File: config.mk
export PLATFORM = sky130hd
export DESIGN_NAME = bcs_clock_select
export DESIGN_NICKNAME = d
export VERILOG_FILES = /design/src/shared/bcs_pkg.sv /design/src/logic/bcs_clock_select.sv
export VERILOG_INCLUDE_DIRS = /design/src /design/src/shared
export SDC_FILE = /design/constraint.sdc
export NUM_CORES = 1
export LEC_CHECK = 0
export BUFFER_PORTS_ARGS = -buffer_cell sky130_fd_sc_hd__buf_2
export CORE_MARGIN = 10
export CORE_UTILIZATION = 59
export DETAILED_ROUTE_END_ITERATION = 10
export GPL_TIMING_DRIVEN = 0
export PLACE_DENSITY_LB_ADDON = 0.25
export SETUP_SLACK_MARGIN = 0.15
export SYNTH_ARGS = -nofsm -noshare
export SYNTH_HDL_FRONTEND = slang
export SYNTH_SLANG_ARGS = --single-unit
File: constraint.sdc
create_clock -name ref_clk -period 4.25 [get_ports ref_clk]
set_clock_uncertainty 0.05 [all_clocks]
set_input_delay 0.85 -clock ref_clk [delete_from_list [all_inputs] [get_ports ref_clk]]
set_output_delay 0.85 -clock ref_clk [all_outputs]
set_load 0.05 [all_outputs]
File: src/shared/bcs_defs.svh
// Offsets, field positions, reset values and rate figures of the clock source select block
`ifndef BCS_DEFS_SVH
`define BCS_DEFS_SVH

`define BCS_ADDR_W 16
`define BCS_OFF_REF_HIGH 16'h20F3
`define BCS_OFF_CTRL_LOW 16'h00F4
`define BCS_OFF_CTRL_HIGH 16'h20F4

`define BCS_RST_REF_HIGH 8'h00
`define BCS_RST_CTRL_LOW 8'h00
`define BCS_RST_CTRL_HIGH 8'h00

`define BCS_REF_CHOICE_MSB 7
`define BCS_REF_CHOICE_LSB 4
`define BCS_REF_RATE_BIT 3
`define BCS_RX_SYS_BIT 6
`define BCS_TX_SYS_BIT 5
`define BCS_TX_LINE_BIT 4
`define BCS_CLKOUT_MSB 3
`define BCS_CLKOUT_LSB 0

`define BCS_REF_CODE_DERIVED 4'h8
`define BCS_REF_CODE_EXTERNAL 4'h9

`define BCS_REF_KHZ_E1 2048
`define BCS_REF_KHZ_T1 1544

`define BCS_MASTER_KHZ 16384
`define BCS_PHASE_W 24

`endif

File: src/shared/bcs_pkg.sv
// Types of the clock source select block
package bcs_pkg;
  typedef logic [7:0] bcs_byte_t;
  typedef logic [15:0] bcs_addr_t;
  typedef logic [7:0] bcs_port8_t;
  typedef enum logic [1:0] {
    BCS_SRC_RECOVERED = 2'b00,
    BCS_SRC_DERIVED = 2'b01,
    BCS_SRC_EXTERNAL = 2'b11,
    BCS_SRC_NONE = 2'b10
  } bcs_ref_src_e;
endpackage : bcs_pkg

File: src/logic/bcs_clock_select.sv
// Clock source selection, backplane reference choice and clock-out divider
//
// Strobed register access was left to the implementer.
`timescale 1ns/1ps
`default_nettype none
`include "bcs_defs.svh"

module bcs_sync2 #(
  parameter int W = 1
) (
  // Clock and reset
  input wire logic ref_clk,
  input wire logic srst,
  // Asynchronous levels in, synchronised levels out
  input wire logic [W-1:0] async_in,
  output logic [W-1:0] sync_out
);
  logic [W-1:0] meta_q;
  logic [W-1:0] sync_q;

  // Only the second stage is read outside
  always_ff @(posedge ref_clk) begin
    if (srst) begin
      meta_q <= '0;
      sync_q <= '0;
    end else begin
      meta_q <= async_in;
      sync_q <= meta_q;
    end
  end

  assign sync_out = sync_q;
endmodule : bcs_sync2

module bcs_nco (
  // Clock and reset
  input wire logic ref_clk,
  input wire logic srst,
  // Count on both edges of the sampled master clock
  input wire logic edge_seen,
  input wire logic [`BCS_PHASE_W-1:0] step,
  output logic wave
);
  logic [`BCS_PHASE_W-1:0] phase_q;
  logic [`BCS_PHASE_W-1:0] phase_d;

  assign phase_d = edge_seen ? phase_q + step : phase_q;
  assign wave = phase_q[`BCS_PHASE_W-1];

  always_ff @(posedge ref_clk) begin
    if (srst) begin
      phase_q <= '0;
    end else begin
      phase_q <= phase_d;
    end
  end
endmodule : bcs_nco

module bcs_clock_select (
  // Clock and reset
  input wire logic ref_clk,
  input wire logic srst,
  // Register port
  input wire bcs_pkg::bcs_addr_t reg_addr,
  input wire bcs_pkg::bcs_byte_t reg_wdata,
  input wire logic reg_wr,
  input wire logic reg_rd,
  output bcs_pkg::bcs_byte_t reg_rdata,
  // Master clock and recovered line clocks of ports 9 to 16
  input wire logic master_clock_pin,
  input wire bcs_pkg::bcs_port8_t rx_recovered_clock_high,
  // Backplane clocks from the generators
  input wire logic backplane_clock_low,
  input wire logic backplane_clock_high,
  // Per-port clock pins, ports 1 to 8 and 9 to 16
  input wire bcs_pkg::bcs_port8_t rx_system_clock_pin_low,
  input wire bcs_pkg::bcs_port8_t rx_system_clock_pin_high,
  input wire bcs_pkg::bcs_port8_t tx_system_clock_pin_low,
  input wire bcs_pkg::bcs_port8_t tx_system_clock_pin_high,
  input wire bcs_pkg::bcs_port8_t tx_line_clock_pin_low,
  input wire bcs_pkg::bcs_port8_t tx_line_clock_pin_high,
  // Reference clock pin, two-way
  input wire logic reference_clock_pin_in,
  output logic reference_clock_pin_out,
  output logic reference_clock_pin_oe,
  // Selected clocks to ports
  output bcs_pkg::bcs_port8_t rx_system_clock_low,
  output bcs_pkg::bcs_port8_t rx_system_clock_high,
  output bcs_pkg::bcs_port8_t tx_system_clock_low,
  output bcs_pkg::bcs_port8_t tx_system_clock_high,
  output bcs_pkg::bcs_port8_t tx_line_clock_low,
  output bcs_pkg::bcs_port8_t tx_line_clock_high,
  // Backplane high reference to its generator
  output logic backplane_ref_high,
  output logic backplane_ref_rate,
  output logic backplane_ref_valid,
  // Clock output pin
  output logic clock_out_pin
);
  import bcs_pkg::*;

  localparam int SYNC_W = 60;

  // Step per master edge: rate * 2^(W-1) / master, two edges per master period
  function automatic logic [`BCS_PHASE_W-1:0] rate_step(input int khz);
    logic [47:0] wide;
    wide = (48'(khz) << (`BCS_PHASE_W - 1)) / 48'(`BCS_MASTER_KHZ);
    return wide[`BCS_PHASE_W-1:0];
  endfunction : rate_step

  function automatic int clkout_khz(input logic [3:0] code);
    int khz;
    khz = 0;
    case (code)
      4'h0: khz = 2048;
      4'h1: khz = 4096;
      4'h2: khz = 8192;
      4'h3: khz = 16384;
      4'h4: khz = 1544;
      4'h5: khz = 3088;
      4'h6: khz = 6176;
      4'h7: khz = 12352;
      4'h8: khz = 1536;
      4'h9: khz = 3072;
      4'hA: khz = 6144;
      4'hB: khz = 12288;
      4'hC: khz = 32;
      4'hD: khz = 64;
      4'hE: khz = 128;
      default: khz = 256;
    endcase
    return khz;
  endfunction : clkout_khz

  // Registers
  bcs_byte_t ref_high_q;
  bcs_byte_t ctrl_low_q;
  bcs_byte_t ctrl_high_q;
  bcs_byte_t rdata_q;

  // Synchronised pins
  logic [SYNC_W-1:0] async_bus;
  logic [SYNC_W-1:0] sync_bus;
  logic mclk_s;
  logic refpin_s;
  logic bp_low_s;
  logic bp_high_s;
  bcs_port8_t recov_s;
  bcs_port8_t rxp_lo_s;
  bcs_port8_t rxp_hi_s;
  bcs_port8_t txp_lo_s;
  bcs_port8_t txp_hi_s;
  bcs_port8_t tlp_lo_s;
  bcs_port8_t tlp_hi_s;

  assign async_bus = {master_clock_pin, reference_clock_pin_in, backplane_clock_low,
                      backplane_clock_high, rx_recovered_clock_high,
                      rx_system_clock_pin_low, rx_system_clock_pin_high,
                      tx_system_clock_pin_low, tx_system_clock_pin_high,
                      tx_line_clock_pin_low, tx_line_clock_pin_high};
  assign {mclk_s, refpin_s, bp_low_s, bp_high_s, recov_s, rxp_lo_s, rxp_hi_s,
          txp_lo_s, txp_hi_s, tlp_lo_s, tlp_hi_s} = sync_bus;

  bcs_sync2 #(.W(SYNC_W)) u_sync (
    .ref_clk(ref_clk),
    .srst(srst),
    .async_in(async_bus),
    .sync_out(sync_bus)
  );

  // Address decode
  wire hit_ref_high = (reg_addr == `BCS_OFF_REF_HIGH);
  wire hit_ctrl_low = (reg_addr == `BCS_OFF_CTRL_LOW);
  wire hit_ctrl_high = (reg_addr == `BCS_OFF_CTRL_HIGH);
  bcs_byte_t rd_mux;
  assign rd_mux = hit_ref_high ? {ref_high_q[7:3], 3'h0} :
                  hit_ctrl_low ? {1'b0, ctrl_low_q[6:0]} :
                  hit_ctrl_high ? {1'b0, ctrl_high_q[6:4], 4'h0} :
                  8'h00;

  always_ff @(posedge ref_clk) begin
    if (srst) begin
      ref_high_q <= `BCS_RST_REF_HIGH;
      ctrl_low_q <= `BCS_RST_CTRL_LOW;
      ctrl_high_q <= `BCS_RST_CTRL_HIGH;
      rdata_q <= 8'h00;
    end else begin
      if (reg_wr && hit_ref_high) begin
        ref_high_q <= {reg_wdata[7:3], 3'h0};
      end
      if (reg_wr && hit_ctrl_low) begin
        ctrl_low_q <= {1'b0, reg_wdata[6:0]};
      end
      if (reg_wr && hit_ctrl_high) begin
        ctrl_high_q <= {1'b0, reg_wdata[6:4], 4'h0};
      end
      rdata_q <= reg_rd ? rd_mux : 8'h00;
    end
  end

  // Fields
  wire [3:0] ref_choice = ref_high_q[`BCS_REF_CHOICE_MSB:`BCS_REF_CHOICE_LSB];
  wire ref_rate = ref_high_q[`BCS_REF_RATE_BIT];
  wire [3:0] clkout_code = ctrl_low_q[`BCS_CLKOUT_MSB:`BCS_CLKOUT_LSB];

  // Master clock edges; a sampled edge gives jitter of one ref_clk period
  logic mclk_prev_q;
  wire mclk_edge = mclk_s ^ mclk_prev_q;

  // Both step tables are constants, so the muxes below stay small
  logic [`BCS_PHASE_W-1:0] clkout_step;
  logic [`BCS_PHASE_W-1:0] derived_step;
  always_comb begin
    clkout_step = rate_step(clkout_khz(clkout_code));
    derived_step = ref_rate ? rate_step(`BCS_REF_KHZ_T1) : rate_step(`BCS_REF_KHZ_E1);
  end

  logic clkout_wave;
  logic derived_wave;

  bcs_nco u_clkout_nco (
    .ref_clk(ref_clk),
    .srst(srst),
    .edge_seen(mclk_edge),
    .step(clkout_step),
    .wave(clkout_wave)
  );

  bcs_nco u_derived_nco (
    .ref_clk(ref_clk),
    .srst(srst),
    .edge_seen(mclk_edge),
    .step(derived_step),
    .wave(derived_wave)
  );

  // Reference source classification
  bcs_ref_src_e ref_src;
  assign ref_src = (ref_choice[3] == 1'b0) ? BCS_SRC_RECOVERED :
                   (ref_choice == `BCS_REF_CODE_DERIVED) ? BCS_SRC_DERIVED :
                   (ref_choice == `BCS_REF_CODE_EXTERNAL) ? BCS_SRC_EXTERNAL :
                   BCS_SRC_NONE;

  logic ref_sel;
  always_comb begin
    case (ref_src)
      BCS_SRC_RECOVERED: ref_sel = recov_s[ref_choice[2:0]];
      BCS_SRC_DERIVED: ref_sel = derived_wave;
      BCS_SRC_EXTERNAL: ref_sel = refpin_s;
      default: ref_sel = 1'b0;
    endcase
  end

  wire pin_drive = (ref_src == BCS_SRC_DERIVED);

  // Port clock selection
  bcs_port8_t rx_lo_d;
  bcs_port8_t rx_hi_d;
  bcs_port8_t tx_lo_d;
  bcs_port8_t tx_hi_d;
  bcs_port8_t tl_lo_d;
  bcs_port8_t tl_hi_d;
  assign rx_lo_d = ctrl_low_q[`BCS_RX_SYS_BIT] ? {8{bp_low_s}} : rxp_lo_s;
  assign tx_lo_d = ctrl_low_q[`BCS_TX_SYS_BIT] ? {8{bp_low_s}} : txp_lo_s;
  assign tl_lo_d = ctrl_low_q[`BCS_TX_LINE_BIT] ? {8{refpin_s}} : tlp_lo_s;
  assign rx_hi_d = ctrl_high_q[`BCS_RX_SYS_BIT] ? {8{bp_high_s}} : rxp_hi_s;
  assign tx_hi_d = ctrl_high_q[`BCS_TX_SYS_BIT] ? {8{bp_high_s}} : txp_hi_s;
  assign tl_hi_d = ctrl_high_q[`BCS_TX_LINE_BIT] ? {8{refpin_s}} : tlp_hi_s;

  // Output flops; selected clocks lag their pins by three ref_clk cycles, the derived reference its NCO by one
  logic ref_out_q;
  logic ref_oe_q;
  logic bp_ref_q;
  logic bp_rate_q;
  logic bp_valid_q;
  logic clkout_q;
  bcs_port8_t rx_lo_q;
  bcs_port8_t rx_hi_q;
  bcs_port8_t tx_lo_q;
  bcs_port8_t tx_hi_q;
  bcs_port8_t tl_lo_q;
  bcs_port8_t tl_hi_q;

  always_ff @(posedge ref_clk) begin
    if (srst) begin
      mclk_prev_q <= 1'b0;
      ref_out_q <= 1'b0;
      ref_oe_q <= 1'b0;
      bp_ref_q <= 1'b0;
      bp_rate_q <= 1'b0;
      bp_valid_q <= 1'b0;
      clkout_q <= 1'b0;
      rx_lo_q <= 8'h00;
      rx_hi_q <= 8'h00;
      tx_lo_q <= 8'h00;
      tx_hi_q <= 8'h00;
      tl_lo_q <= 8'h00;
      tl_hi_q <= 8'h00;
    end else begin
      mclk_prev_q <= mclk_s;
      ref_out_q <= pin_drive & derived_wave;
      ref_oe_q <= pin_drive;
      bp_ref_q <= ref_sel;
      bp_rate_q <= ref_rate;
      bp_valid_q <= (ref_src != BCS_SRC_NONE);
      clkout_q <= clkout_wave;
      rx_lo_q <= rx_lo_d;
      rx_hi_q <= rx_hi_d;
      tx_lo_q <= tx_lo_d;
      tx_hi_q <= tx_hi_d;
      tl_lo_q <= tl_lo_d;
      tl_hi_q <= tl_hi_d;
    end
  end

  assign reg_rdata = rdata_q;
  assign reference_clock_pin_out = ref_out_q;
  assign reference_clock_pin_oe = ref_oe_q;
  assign backplane_ref_high = bp_ref_q;
  assign backplane_ref_rate = bp_rate_q;
  assign backplane_ref_valid = bp_valid_q;
  assign clock_out_pin = clkout_q;
  assign rx_system_clock_low = rx_lo_q;
  assign rx_system_clock_high = rx_hi_q;
  assign tx_system_clock_low = tx_lo_q;
  assign tx_system_clock_high = tx_hi_q;
  assign tx_line_clock_low = tl_lo_q;
  assign tx_line_clock_high = tl_hi_q;
endmodule : bcs_clock_select

`default_nettype wire

==> impl_metrics.json <==
{
  "status": "finished, final reports clean",
  "drv_cap": 0,
  "grt_pass1_wl_mm": 28.0,
  "worst_setup_hold_path_clk_slew_ns": 0.06,
  "synth_ff_type": "dfxtp_1",
  "post-route-util_pct": 73.5,
  "drc_errors": 0,
  "num_vias": 5681,
  "area_growth_pct": 21.6,
  "startpoint_type": "primary input",
  "nNetsFinal": 1052,
  "routed_wl_mm": 17.8,
  "postRouteAntennaNets": 0,
  "rr_worst_depth": 8,
  "required_ns": 4.56,
  "critical_path_buf_inv_count": 3,
  "vias_per_cell": 5.01,
  "ys_seq_elements": 234,
  "netlist_area_sq_um": 8030,
  "firstDrtPassIters": 5,
  "r2r_slack_ns": 1.96,
  "critPathMaxFanout": 7,
  "htreeDepth": 1,
  "core_sq_um": 13300,
  "slew_violations": 0,
  "critPathArrivalTime_ns": 2.96,
  "path_cells": "buf_2, nand4bb_1, nor4_2, and4_1, buf_6, mux2i_1, or2_4, inv_2, ha_1, a221oi_1, mux2i_1",
  "max_freq_mhz": 379,
  "rsz0062_at_grt": "no",
  "ys_async_sr_fraction_pct": 0,
  "synth_edf_count": 0,
  "grtUsageTotal_pct": 18.5,
  "postCtsHoldBufs": 0,
  "avgSynthCellArea_sq_um": 10.4,
  "worst_slack_ns": 1.61,
  "synthCells": 772,
  "num_rows": 42,
  "power.leakage_nw": 4.20,
  "finalSetupViolCount": 0,
  "die_y_microns": 137,
  "post-place-cells": 1096,
  "gp_congestion": 0.896,
  "rr_endpoint": "u_clkout_nco.phase_q[22]$_SDFFE_PP0P_",
  "crit_type": "primary input to flip-flop",
  "portBuffers": 148,
  "final_layout_size_suffix_gt1_share_pct": 21.7,
  "root_buffer": "clkbuf_16",
  "ios": 150,
  "power.total_mw": 4.58,
  "cts_buffers": 23,
  "cts_tree": "built",
  "antenna_found_initial": 1,
  "worst_path_dominant_cell_family": "simple AND/OR/NAND/NOR gates",
  "cts.repair.resized": 0,
  "endpoint_kind": "flip-flop",
  "hold_path_end": "u_sync.sync_out[20]$_SDFF_PP0_",
  "dieArea_sq_um": 18700,
  "hold_class": "flip-flop to flip-flop",
  "maxSlewHeadroom_pct": 56.1,
  "final_cells": 1134,
  "worst_slew_pin_slew_ns": 0.653,
  "grt_start_max_net_pins": 15,
  "worstHoldStart": "u_sync.meta_q[20]$_SDFF_PP0_",
  "period_needed_ns": 2.64,
  "clock-sinks": 234,
  "min_path_cells": 1,
  "critPathSlowestCell": "nor4_2",
  "irDropWorstVdd_mv": 0.323,
  "rr_startpoint": "u_clkout_nco.step[12]$_SDFF_PP0_",
  "synth_cell_types": 59,
  "syn-num-nets": 879,
  "final_hold_viol_count": 0,
  "insertion_delay_ns": 0.49,
  "post_cts_buffers": 0,
  "avgRoutedWirePerCell_microns": 15.7,
  "setup_tns_ns": 0,
  "grt_pass1_vias": 5605,
  "clockBufferDepth": 3,
  "critPathMostFrequentCell": "mux2i_1",
  "ys_seq_area_share_pct": 58.3,
  "powerDensity_nw_per_um2": 468,
  "crit_cells": 11,
  "ys_warn_count": 0,
  "pre_cts_ws_ns": 1.08,
  "die_w_microns": 137,
  "fin_crit_sh_pct": 62.2,
  "hpwl_mm": 12.8,
  "drt_iter0_drc": 310,
  "initial_core_util_pct": 60.4,
  "grt-ovfl-total": 0,
  "slowest_delay_ns": 0.35
}
==> power by group <==
group	internal (mW)	switching, mW	leakage, nW	total [mW]
sequential	2.26	0.0182	1.92	2.28
clock	1.26	0.794	0.378	2.05
combinational	0.0927	0.148	1.91	0.241
total	3.62	0.960	4.20	4.58
==> placed cells by master (no fill, tap or decap), types with 2 or more instances in the layout <==
cell type,instances
xnor2_1,9
mux2i_1,10
bufinv_16,3
xor2_1,11
and4_1,4
a21oi_1,79
buf_6,2
nor4b_1,2
o211ai_1,2
nand3_1,15
inv_2,5
clkbuf_1,33
and2_1,9
nand2b_4,2
clkbuf_8,5
ha_1,18
and4b_1,2
nand2b_1,48
nor3_1,6
a221oi_1,2
nor4_2,2
nor2b_1,123
a211oi_1,4
nand4_1,3
inv_1,7
or2_4,2
and3_1,6
a222oi_1,3
dfxtp_1,234
a31oi_1,2
clkbuf_16,23
mux4_2,2
buf_2,149
nand2_1,55
nor2_1,30
o22ai_2,3
a21o_1,6
o21ai_0,4
o21bai_1,2
buf_1,6
==> sequential cells by signal, indices dropped and copies added (netlist names) <==
register / count
ctrl_high_q: 3
reference_clock_pin_oe: 1
u_clkout_nco.phase_q: 12
rx_system_clock_low: 8
backplane_ref_rate: 1
tx_system_clock_high: 8
clock_out_pin: 1
u_sync.sync_out: 60
backplane_ref_high: 1
ctrl_low_q: 7
tx_system_clock_low: 8
backplane_ref_valid: 1
ref_high_q: 5
mclk_prev_q: 1
u_sync.meta_q: 60
reference_clock_pin_out: 1
u_clkout_nco.step: 12
reg_rdata: 8
rx_system_clock_high: 8
tx_line_clock_high: 8
u_derived_nco.phase_q: 12
tx_line_clock_low: 8
==> worst max path at each step <==
stage	from	to	slack [ns]
2_1_floorplan	reg_addr[9]	u_clkout_nco.step[22]$_DFF_P_	1.51
3_3_place_gp	reg_addr[9]	u_clkout_nco.step[22]$_DFF_P_	1.09
3_5_place_dp	reg_addr[9]	u_clkout_nco.step[22]$_DFF_P_	1.08
4_1_cts	reg_addr[9]	u_clkout_nco.step[22]$_DFF_P_	1.59
5_1_grt	reg_addr[9]	u_clkout_nco.step[22]$_DFF_P_	1.42
6_report	reg_addr[9]	u_clkout_nco.step[22]$_DFF_P_	1.61
==> per-stage QoR <==
step           hold slack (ns)  instance area, sq um
3_3_place_gp             0.366                  8990
4_1_cts                  0.384                  9770
3_5_place_dp             0.370                  8990
6_report                 0.379                  9770
2_1_floorplan            0.364                  8030
5_1_grt                  0.402                  9770
==> Yosys cell counts, drive strengths merged (4+ instances only) <==
cell type,number,area (sq um)
a211oi,5,42.5
a21o,6,45.0
a21oi,79,395
and2,9,56.3
and3,6,37.5
and4,4,35.0
buf,9,50.0
clkbuf,29,109
dfxtp,234,4680
ha,18,225
inv,12,45.1
mux2i,11,114
nand2,55,206
nand2b,50,328
nand3,15,75.1
nor2,30,113
nor2b,123,769
nor3,7,40.0
o21ai,4,20.0
o22ai,4,43.8
xnor2,9,78.8
xor2,11,96.3
==> routing by layer <==
layer  global-route usage [%]  part of all wire (%)  routed length [microns]
met1                     22.2                    41                     7330
met2                     32.3                    50                     8970
met3                     4.69                   6.7                     1200
met4                     4.44                   1.7                      308
met5                        0                     0                        0
==> kinds of logic after synthesis <==
| kind of cell | share of synthesized area [%] |
|---|---|
| simple gates | 22.8 |
| flops | 58.3 |
| compound gates | 8.80 |
| buf+inv | 2.54 |
| xor+xnor | 2.18 |
| fa+ha+maj | 3.05 |
| mux | 2.31 |
==> area by class of cell <==
type	count	area [sq um]
flip-flops and latches	234	4680
fillers	925	3520
diodes	1	2.50
repair buffers	148	741
clock inverters	5	115
clock buffers	32	659
inverters	12	45.0
multi-input cells	488	3140
well taps	176	220
plain buffers	38	159
Note: power is estimated with default switching activity, not from simulation.
